## config.mk

```make
export PLATFORM = sky130hd
export DESIGN_NAME = lcsb_status_bits
export DESIGN_NICKNAME = d
export VERILOG_FILES = /design/src/lcsb_pkg.sv /design/src/lcsb_status_bits.sv
export SDC_FILE = /design/constraint.sdc
export NUM_CORES = 1
export LEC_CHECK = 0
export BUFFER_PORTS_ARGS = -buffer_cell sky130_fd_sc_hd__buf_2
export CAP_MARGIN = 20
export CORE_ASPECT_RATIO = 0.5
export CORE_MARGIN = 5
export CORE_UTILIZATION = 41
export CTS_CLUSTER_DIAMETER = 200
export DETAILED_ROUTE_END_ITERATION = 12
export PLACE_DENSITY = 0.79
export SLEW_MARGIN = 25
export SYNTH_ARGS = -nofsm -noshare
export SYNTH_HDL_FRONTEND = slang
export SYNTH_SLANG_ARGS = --single-unit
```

## constraint.sdc

```tcl
create_clock -name I_SYS_CLK -period 1.99 [get_ports I_SYS_CLK]
set_clock_uncertainty 0.1 [all_clocks]
set_input_delay 0.199 -clock I_SYS_CLK [delete_from_list [all_inputs] [get_ports I_SYS_CLK]]
set_output_delay 0.199 -clock I_SYS_CLK [all_outputs]
set_load 0.005 [all_outputs]
```

## src/lcsb_pkg.sv

```systemverilog
// Package for the loop and compatibility status bits block.
// Assumes a 24-bit status word and a single core clock.
package lcsb_pkg;
  localparam int unsigned LCSB_W         = 24;
  localparam int unsigned LCSB_BIT_ENDL  = 16;
  localparam int unsigned LCSB_BIT_LACT  = 15;
  localparam int unsigned LCSB_BIT_DPM   = 14;
  localparam int unsigned LCSB_BIT_CMP   = 13;
  localparam int unsigned LCSB_CMP_DELAY = 3;
  localparam int unsigned LCSB_HI_W      = 8;
  localparam int unsigned LCSB_CMP_CNT_W = 16;
  localparam logic [23:0] LCSB_MAX_CNT   = 24'hFFFFFF;
  localparam logic [24:0] LCSB_CMP_ZERO  = 25'h0010000;
  localparam logic        LCSB_RST_BIT   = 1'h0;

  // Register selector on the move datapath
  typedef enum logic [3:0] {
    LCSB_R_OTHER    = 4'h0,
    LCSB_R_LOOP_END = 4'h1,
    LCSB_R_LOOP_CNT = 4'h2,
    LCSB_R_STK_PTR  = 4'h3,
    LCSB_R_STK_LO   = 4'h4,
    LCSB_R_STK_HI   = 4'h5,
    LCSB_R_STK_EXT  = 4'h6,
    LCSB_R_STK_SIZE = 4'h7,
    LCSB_R_VEC_BASE = 4'h8,
    LCSB_R_STATUS   = 4'h9,
    LCSB_R_OPMODE   = 4'hA
  } lcsb_reg_t;

  // Loop flags as saved on the system stack
  typedef struct packed {
    logic endless;
    logic active;
  } lcsb_flags_t;

  // One move on the datapath
  typedef struct packed {
    lcsb_reg_t   src;
    lcsb_reg_t   dst;
    logic [23:0] data;
    logic [23:0] old;
  } lcsb_move_t;
endpackage

```

## src/lcsb_status_bits.sv

```systemverilog
// Loop flags, double-precision multiply and sixteen-bit compatibility status bits.
// Assumes the loop hardware, system stack, ALU decode and move path share I_SYS_CLK.
`timescale 1ns/1ps

// How it works
// RULE_01: Starting an endless loop sets the endless-loop flag, status bit 16.
// RULE_02: Loop start pushes the endless flag; loop end restores it from the stack.
// RULE_03: Return from long interrupt restores the endless flag from pulled stack value.
// RULE_04: Loop-active flag, status bit 15, enables loop end detection.
// RULE_05: Loop start stacks the loop-active flag; loop end restores it.
// RULE_06: Return from long interrupt restores the loop-active flag from the stack.
// RULE_07: Double-precision bit 14 enables the four-operation 48x48 multiply mode.
// RULE_08: Only the four listed operations with listed registers change behaviour.
// RULE_09: The sequence uses the multiplier input register at every stage.
// RULE_10: Compat bit 13 set: moves with loop/stack/vector registers clear top byte.
// RULE_11: Compat set: moves sourced from status or mode register clear top byte.
// RULE_12: Compat set: moves into status or mode register keep their top byte.
// RULE_13: Compat clear: count zero skips loop, all-ones runs 2^24-1 times.
// RULE_14: Compat set: count zero runs 2^16 times, all-ones 2^16-1 times.
// RULE_15: A compat bit change takes effect after three instruction cycles.
// RULE_16: Reset clears all four bits.
module lcsb_status_bits (
  input  wire logic                 I_SYS_CLK,
  input  wire logic                 I_RST,
  input  wire logic                 I_INSTR_STEP,
  input  wire logic                 I_LOOP_START,
  input  wire logic                 I_LOOP_FOREVER,
  input  wire logic                 I_LOOP_END,
  input  wire lcsb_pkg::lcsb_flags_t I_POP_FLAGS,
  input  wire logic                 I_RTI,
  input  wire logic [23:0]          I_RTI_STATUS,
  input  wire logic                 I_AT_LOOP_END,
  input  wire logic                 I_DP_OP,
  input  wire logic                 I_DP_REGS,
  input  wire logic                 I_MOVE_VALID,
  input  wire lcsb_pkg::lcsb_move_t  I_MOVE,
  input  wire logic                 I_LC_LOAD,
  input  wire logic [23:0]          I_LC_VALUE,
  output logic [23:0]               O_STATUS,
  output logic                      O_PUSH_VALID,
  output lcsb_pkg::lcsb_flags_t      O_PUSH_FLAGS,
  output logic                      O_LOOP_END_HIT,
  output logic                      O_DP_STAGE,
  output logic                      O_DP_MIR_SEL,
  output logic                      O_MOVE_VALID,
  output logic [23:0]               O_MOVE_DATA,
  output logic                      O_LC_VALID,
  output logic [24:0]               O_LC_ITER,
  output logic                      O_LC_SKIP
);
  localparam int unsigned LO_W = lcsb_pkg::LCSB_W - lcsb_pkg::LCSB_HI_W;

  logic        endless;
  logic        active;
  logic        dp_mode;
  logic        compat;
  logic [lcsb_pkg::LCSB_CMP_DELAY-1:0] compat_pipe;
  logic        compat_eff;

  logic        next_endless;
  logic        next_active;
  logic        next_dp_mode;
  logic        next_compat;

  // Decode of the move
  wire logic pcu_src = (I_MOVE.src >= lcsb_pkg::LCSB_R_LOOP_END)
                    && (I_MOVE.src <= lcsb_pkg::LCSB_R_VEC_BASE);
  wire logic pcu_dst = (I_MOVE.dst >= lcsb_pkg::LCSB_R_LOOP_END)
                    && (I_MOVE.dst <= lcsb_pkg::LCSB_R_VEC_BASE);
  wire logic sm_src  = (I_MOVE.src == lcsb_pkg::LCSB_R_STATUS)
                    || (I_MOVE.src == lcsb_pkg::LCSB_R_OPMODE);
  wire logic sm_dst  = (I_MOVE.dst == lcsb_pkg::LCSB_R_STATUS)
                    || (I_MOVE.dst == lcsb_pkg::LCSB_R_OPMODE);
  wire logic st_dst  = I_MOVE_VALID && (I_MOVE.dst == lcsb_pkg::LCSB_R_STATUS);
  // A move into status or mode keeps its top byte, even when its source would clear it
  wire logic keep_hi = compat_eff && sm_dst;
  wire logic clr_hi  = compat_eff && !keep_hi && (pcu_src || pcu_dst || sm_src);
  wire logic [23:0] move_res =
      keep_hi ? {I_MOVE.old[23:LO_W], I_MOVE.data[LO_W-1:0]} :
      clr_hi  ? {{lcsb_pkg::LCSB_HI_W{1'b0}}, I_MOVE.data[LO_W-1:0]} :
                I_MOVE.data;

  // Loop count interpretation
  wire logic [24:0] iter_norm = {1'b0, I_LC_VALUE};
  wire logic [15:0] cnt_lo    = I_LC_VALUE[lcsb_pkg::LCSB_CMP_CNT_W-1:0];
  wire logic [24:0] iter_cmp  = (cnt_lo == 16'h0000) ? lcsb_pkg::LCSB_CMP_ZERO
                                                     : {9'h000, cnt_lo};
  wire logic [24:0] iter_sel  = compat_eff ? iter_cmp : iter_norm;

  assign compat_eff = compat_pipe[lcsb_pkg::LCSB_CMP_DELAY-1]; // RULE_15

  always_comb begin
    O_STATUS = 24'h000000;
    O_STATUS[lcsb_pkg::LCSB_BIT_ENDL] = endless;
    O_STATUS[lcsb_pkg::LCSB_BIT_LACT] = active;
    O_STATUS[lcsb_pkg::LCSB_BIT_DPM]  = dp_mode;
    O_STATUS[lcsb_pkg::LCSB_BIT_CMP]  = compat;
  end

  assign O_LOOP_END_HIT = active && I_AT_LOOP_END;            // RULE_04
  assign O_DP_STAGE     = dp_mode && I_DP_OP && I_DP_REGS;    // RULE_07 RULE_08
  assign O_DP_MIR_SEL   = O_DP_STAGE;                         // RULE_09

  // Priority: interrupt return, then loop end, then loop start, then move
  always_comb begin
    next_endless = endless;
    next_active  = active;
    next_dp_mode = dp_mode;
    next_compat  = compat;
    if (I_RTI) begin
      next_endless = I_RTI_STATUS[lcsb_pkg::LCSB_BIT_ENDL];   // RULE_03
      next_active  = I_RTI_STATUS[lcsb_pkg::LCSB_BIT_LACT];   // RULE_06
    end else if (I_LOOP_END) begin
      next_endless = I_POP_FLAGS.endless;                     // RULE_02
      next_active  = I_POP_FLAGS.active;                      // RULE_05
    end else if (I_LOOP_START) begin
      next_endless = I_LOOP_FOREVER;                          // RULE_01
      next_active  = 1'b1;                                    // RULE_04
    end else if (st_dst) begin
      next_endless = move_res[lcsb_pkg::LCSB_BIT_ENDL];       // RULE_12
      next_active  = move_res[lcsb_pkg::LCSB_BIT_LACT];
    end
    if (st_dst) begin
      next_dp_mode = move_res[lcsb_pkg::LCSB_BIT_DPM];        // RULE_07
      next_compat  = move_res[lcsb_pkg::LCSB_BIT_CMP];
    end
  end

  always_ff @(posedge I_SYS_CLK or posedge I_RST) begin
    if (I_RST) begin
      endless <= lcsb_pkg::LCSB_RST_BIT;                       // RULE_16
      active  <= lcsb_pkg::LCSB_RST_BIT;
      dp_mode <= lcsb_pkg::LCSB_RST_BIT;
      compat  <= lcsb_pkg::LCSB_RST_BIT;
    end else begin
      endless <= next_endless;
      active  <= next_active;
      dp_mode <= next_dp_mode;
      compat  <= next_compat;
    end
  end

  // Move results lag the bit by three instruction steps, as the pipeline does
  always_ff @(posedge I_SYS_CLK or posedge I_RST) begin
    if (I_RST) begin
      compat_pipe <= '0;
    end else if (I_INSTR_STEP) begin
      compat_pipe <= {compat_pipe[lcsb_pkg::LCSB_CMP_DELAY-2:0], compat}; // RULE_15
    end
  end

  // Stack push of the flags in force before the loop starts
  always_ff @(posedge I_SYS_CLK or posedge I_RST) begin
    if (I_RST) begin
      O_PUSH_VALID <= 1'b0;
      O_PUSH_FLAGS <= '0;
    end else begin
      O_PUSH_VALID <= I_LOOP_START && !I_LOOP_END && !I_RTI;   // RULE_02 RULE_05
      if (I_LOOP_START) begin
        O_PUSH_FLAGS <= '{endless: endless, active: active};
      end
    end
  end

  always_ff @(posedge I_SYS_CLK or posedge I_RST) begin
    if (I_RST) begin
      O_MOVE_VALID <= 1'b0;
      O_MOVE_DATA  <= 24'h000000;
    end else begin
      O_MOVE_VALID <= I_MOVE_VALID;
      if (I_MOVE_VALID) begin
        O_MOVE_DATA <= move_res;                               // RULE_10 RULE_11 RULE_12
      end
    end
  end

  always_ff @(posedge I_SYS_CLK or posedge I_RST) begin
    if (I_RST) begin
      O_LC_VALID <= 1'b0;
      O_LC_ITER  <= 25'h0000000;
      O_LC_SKIP  <= 1'b0;
    end else begin
      O_LC_VALID <= I_LC_LOAD;
      if (I_LC_LOAD) begin
        O_LC_ITER <= iter_sel;                                 // RULE_13 RULE_14
        O_LC_SKIP <= (iter_sel == 25'h0000000);
      end
    end
  end

  // Helper: instruction steps seen since the compat bit last changed
  logic [1:0] steps_seen;
  logic       compat_d;
  always_ff @(posedge I_SYS_CLK or posedge I_RST) begin
    if (I_RST) begin
      steps_seen <= 2'h3;
      compat_d   <= 1'b0;
    end else begin
      compat_d <= compat;
      if (compat != compat_d) begin
        steps_seen <= I_INSTR_STEP ? 2'h1 : 2'h0;
      end else if (I_INSTR_STEP && steps_seen != 2'h3) begin
        steps_seen <= steps_seen + 2'h1;
      end
    end
  end
endmodule

```

==> After elaboration in Yosys (flattened, before gate mapping) <==
Index checks and enable logic that the tools add are counted.
{ "word_totals": {"mem_count": 0, "mem_bits_ro": 0, "word_cells": 54, "inputBits": 118, "latchBits": 0, "reg_bits": 62, "ram_bits": 0} }
{ "op_classes": {"shifts": 0, "reduce_logical": 21, "div": 0, "n_addsub": 0, "mul": 0, "n_lt_le_gt_ge": 4, "eq_ne": 4, "bitwise": 0, "muxes": 12} }
{ "op_table": {"columns": ["cell", "n"], "rows": [
  ["24-bit two-way mux", 3],
  ["25-bit zero test", 1],
  ["17-bit two-way mux", 1],
  ["4-bit equality test (second input constant)", 4],
  ["16-bit zero test", 1],
  ["1-bit logical AND", 11],
  ["4-bit by 1-bit greater-or-equal comparator with 1-bit output (second input constant)", 2],
  ["4-bit less-or-equal comparator (second input constant)", 2],
  ["1-bit two-way mux", 8],
  ["1-bit logical OR", 4],
  ["4-bit nonzero test", 1],
  ["1-bit zero test", 3]
]} }

==> Logic depth before layout (Yosys ltp) <==
{ "depth": {"depth_word": 12, "depth_mapped": 5} }

==> Least setup slack after synthesis <==
Ideal clock, no wire load.
{ "synth_timing": {"path_kind": "flip-flop to flip-flop", "startpoint": "reg compat_pipe[2] (netlist name)", "endpoint": "reg O_MOVE_DATA[17]", "setup_slack_ns": 0.588, "stages_incl_launch_ff": 6, "required_time_ns": 1.763, "n_path_buf": 2, "arrival_time_ns": 1.175, "setup_ns": 0.127, "synth_period_minus_slack_ns": 1.402, "path_cell_list": "dfrtp_1 -> buf_4 -> o211ai_1 -> and2_1 -> buf_6 -> a311o_2"} }
{ "synth_between": {"elab_chain_cells": 6} }
{ "synth_lines": {"columns": ["element", "line", "rtl"], "rows": [
  ["start, declared", "lcsb_status_bits.sv:57", "logic [lcsb_pkg::LCSB_CMP_DELAY-1:0] compat_pipe;"],
  ["start signal, assigned", "lcsb_status_bits.sv:148", "compat_pipe <= {compat_pipe[lcsb_pkg::LCSB_CMP_DELAY-2:0], compat};"],
  ["1-bit logical AND", "lcsb_status_bits.sv:76", "wire logic keep_hi = compat_eff && sm_dst;"],
  ["1-bit zero test", "lcsb_status_bits.sv:77", "wire logic clr_hi = compat_eff && !keep_hi && (pcu_src || pcu_dst || sm_src);"],
  ["1-bit logical AND (2 in a row)", "lcsb_status_bits.sv:77", null],
  ["24-bit two-way mux", "lcsb_status_bits.sv:80", "clr_hi ? {{lcsb_pkg::LCSB_HI_W{1'b0}}, I_MOVE.data[LO_W-1:0]} :"],
  ["24-bit two-way mux *", "lcsb_status_bits.sv:79", "keep_hi ? {I_MOVE.old[23:LO_W], I_MOVE.data[LO_W-1:0]} :"],
  ["end signal, assigned", "lcsb_status_bits.sv:172", "O_MOVE_DATA <= move_res;"],
  ["end, declared", "lcsb_status_bits.sv:46", "output logic [23:0] O_MOVE_DATA,"]
]} }
Every way passes the cells marked *; elsewhere a longest branch is shown, timed or not.
A chain may end at the register's enable or synchronous reset.

==> Worst setup path in the final report <==
{ "layout_timing": {"startpoint": "reg compat_pipe[2] (netlist name)", "endpoint": "reg O_MOVE_DATA[18]"} }
Same word-level chain as after synthesis.

==> metrics.md <==
| Metric | Value |
|---|---|
| Outcome | `completed` |
| Die W | `128 microns` |
| TritonCTS clock tree | `built` |
| Hold Path Depth | `2` |
| Final #Nets | `505` |
| Core Area | `6700 sq um` |
| Synth top cells by count | `dfrtp_1, mux2_2, buf_4, inv_1, nand2_1` |
| Tot GR Track Use | `0.161` |
| HPWL after DPL | `5.17 mm` |
| Die Y | `68.8 microns` |
| Post-Syn Area | `2830 sq um` |
| Final period utilization | `0.882` |
| Post-Syn Area per Cell | `12.2 sq um` |
| Synth area leaders | `dfrtp_1, mux2_2, buf_4` |
| Synth unique cells | `37` |
| Grt total ovfl | `0` |
| Sequential area share after synthesis | `0.539` |
| EDFF count, synth | `0` |
| Ys Warns | `0` |
| Initial antenna violation count | `0` |
| Final slew viol count | `0` |
| GR Layer Usage met3 | `0.0523` |
| Maximum root-to-sink buffer count | `2` |
| Rows | `21` |
| Routed vias | `2275` |
| Area Growth Syn to Fin | `41.0%` |
| Xor and xnor fraction of the mapped netlist area | `0.00309` |
| Routed wire length | `7.14 mm` |
| Post-Syn Instances | `232` |
| Antenna Cells | `0` |
| Post-Synth Adder-Cell Area | `0` |
| Crit Path Max Fanout | `8` |
| CTS H-tree depth | `3` |
| Total Power | `3910 uW` |
| Clock sinks | `61` |
| Achievable Freq | `570 MHz` |
| Vias in the first global route | `2260` |
| Main combinational cell family by area after synthesis | `multiplexers` |
| R2R cell count | `4` |
| Hold Vio Cnt, Final | `0` |
| GPL Wtd Cong | `0.795` |
| Mux contribution to synthesized area | `0.162` |
| Number of CTS-inserted buffers | `9` |
| Static leakage | `0.00202 uW` |
| WS Path Type | `flop to flop` |
| GRT met1 Usage | `0.171` |
| Met2 Resource Use GR | `0.293` |
| CP Capture Type | `flop` |
| DRC | `0` |
| Synth top area share | `0.539` |
| Crit start category | `flop` |
| Synthesized-area fraction occupied by and/or/nand/nor cells | `0.113` |
| Share of cells above drive strength 1 | `0.566` |
| Ys flop type | `dfrtp_1` |
| Pwr dens | `978 nW/um^2` |
| Setup TNS | `0 ps` |
| Number of DRC markers in iteration 0 | `101` |
| Minimum clock period | `1760 ps` |
| Worst Max-Slew Pin Slew | `753 ps` |
| GR peak layer | `met2` |
| CP Data Arrival Time | `1920 ps` |
| Antenna-violating nets left | `0` |
| WL per Instance | `14.8 microns` |
| Utilization after layout | `0.596` |
| Die ar. | `8780 sq um` |
| Post_cts resized | `0` |
| Worst-path clk slew | `50 ps` |
| Filler instances | `551` |
| Most common cell in the netlist | `dfrtp_1` |
| RSZ-0062 raised after global routing | `false` |
| Largest net degree at the start of global routing | `31` |
| Number of vias per cell | `4.70` |
| Synth async-reset ratio | `1.00` |
| Final hold slack | `11.3 ps` |
| Relative slew slack | `0.494` |
| Yosys reg bits | `61` |
| CTS root buf | `clkbuf_16` |
| IO Port Bufs | `140` |
| Compound-gate portion of the synthesized area | `0.0724` |
| Hold crit path type | `input port to flop` |
| Max-Cap Viols | `0` |
| Clk_lat worst skew | `320 ps` |
| Max VDD drop | `0.574 mV` |
| Final setup violation count | `0` |
| DR pass1 iterations | `4` |
| Post-synth top area cell | `dfrtp_1` |
| Initial core utilization | `0.423` |
| Ports | `200` |
| First-pass GRT wire length | `10.7 mm` |
| Critical Path RT | `2150 ps` |
critical path, stage by stage (launching register included):
cell	delay, ps
dfrtp_1	550
nand2_1	100
nor3_1	590
and2_2	260
a311o_2	100
cell usage in the layout (no fill, tap or decap), types with 2 or more instances in the layout:
master         netlist  layout
nor4_1               5       5
a311o_2              7       7
o21ai_0              9       9
nand2_1             11      11
nor2_1               4       4
conb_1               1      21
clkbuf_16            0       9
inv_1               12      11
dfrtp_1             61      61
buf_4               27       4
nor2b_1              2       2
a31oi_1              2       2
nand3_1              2       2
mux2_2              39      39
bufinv_16            0       2
and2_1               3       3
clkbuf_8             0       4
and2b_2              6       6
dlygate4sd3_1        0      14
a21oi_1              5       5
or4_1                3       3
mux2i_1              2       2
buf_2                1     140
and2_2               6       6
nor3_1               4       4
power by group:
part	internal (uW)	leakage (uW)	switching [uW]	total (uW)
clock	1230	0.000172	517	1750
combinational	356	0.00111	294	650
sequential	1410	0.000732	100	1510
total	3000	0.00202	911	3910
path summary, 6_finish.rpt:
check / start / end / slack [ps]
max: compat_pipe[2]$_DFFE_PP0P_ / O_MOVE_DATA[18]$_DFFE_PP0P_ / 230
min: I_MOVE[32] / O_MOVE_DATA[8]$_DFFE_PP0P_ / 10
max reg2reg: compat_pipe[2]$_DFFE_PP0P_ / O_MOVE_DATA[18]$_DFFE_PP0P_ / 230
min reg2reg: O_MOVE_DATA[0]$_DFFE_PP0P_ / O_MOVE_DATA[0]$_DFFE_PP0P_ / 400
max in group asynchronous: I_RST / O_LC_ITER[4]$_DFFE_PP0P_ / 910
min in group asynchronous: I_RST / O_MOVE_DATA[3]$_DFFE_PP0P_ / 340
routing by layer:
metal | wire length [microns] | share of wire | vias to the layer above
met4 | 173 | 0.024 | 0
li1 | - | - | 1078
met3 | 559 | 0.078 | 14
met2 | 3770 | 0.53 | 97
met5 | 0 | 0 | -
met1 | 2640 | 0.37 | 1086
layout make-up:
cell class                      count  area (sq um)  share of cell area
Tap cell                           92           115              0.0288
Clock buffer                       13           280              0.0701
Inverter                           12          45.0              0.0113
Timing Repair Buffer              159           891               0.223
Sequential cell                    61          1530               0.382
Clock inverter                      3          65.1              0.0163
Multi-Input combinational cell    144          1070               0.269
through the flow:
| stage | cells | worst slack [ps] | area [sq um] |
|---|---|---|---|
| finish | 484 | 235 | 4000 |
| global route | 484 | 15.0 | 4000 |
| CTS | 484 | 243 | 4000 |
| detailed placement | 454 | 262 | 3510 |
| global placement | 454 | 275 | 3510 |
| floorplan | 252 | 178 | 2910 |
kinds of logic (layout without fill, tap and decap cells):
logic type      after synthesis  in the layout
flops                        61             61
simple gates                 53             53
buf+inv                      47            187
mux                          41             41
compound gates               28             28
other cells                   1             21
xor+xnor                      1              1
flip-flops by register name, indices dropped and copies added, names as in the netlist, 2 cells and up:
name / flops
O_LC_ITER: 24
O_MOVE_DATA: 24
O_PUSH_FLAGS: 2
compat_pipe: 3
timing repair:
item,CTS,global route
hold endpoints to repair,30,0
hold buffers,14,0
buffers inserted,0,0
endpoints found under the setup margin,0,0
(Power assumes the default switching activity.)
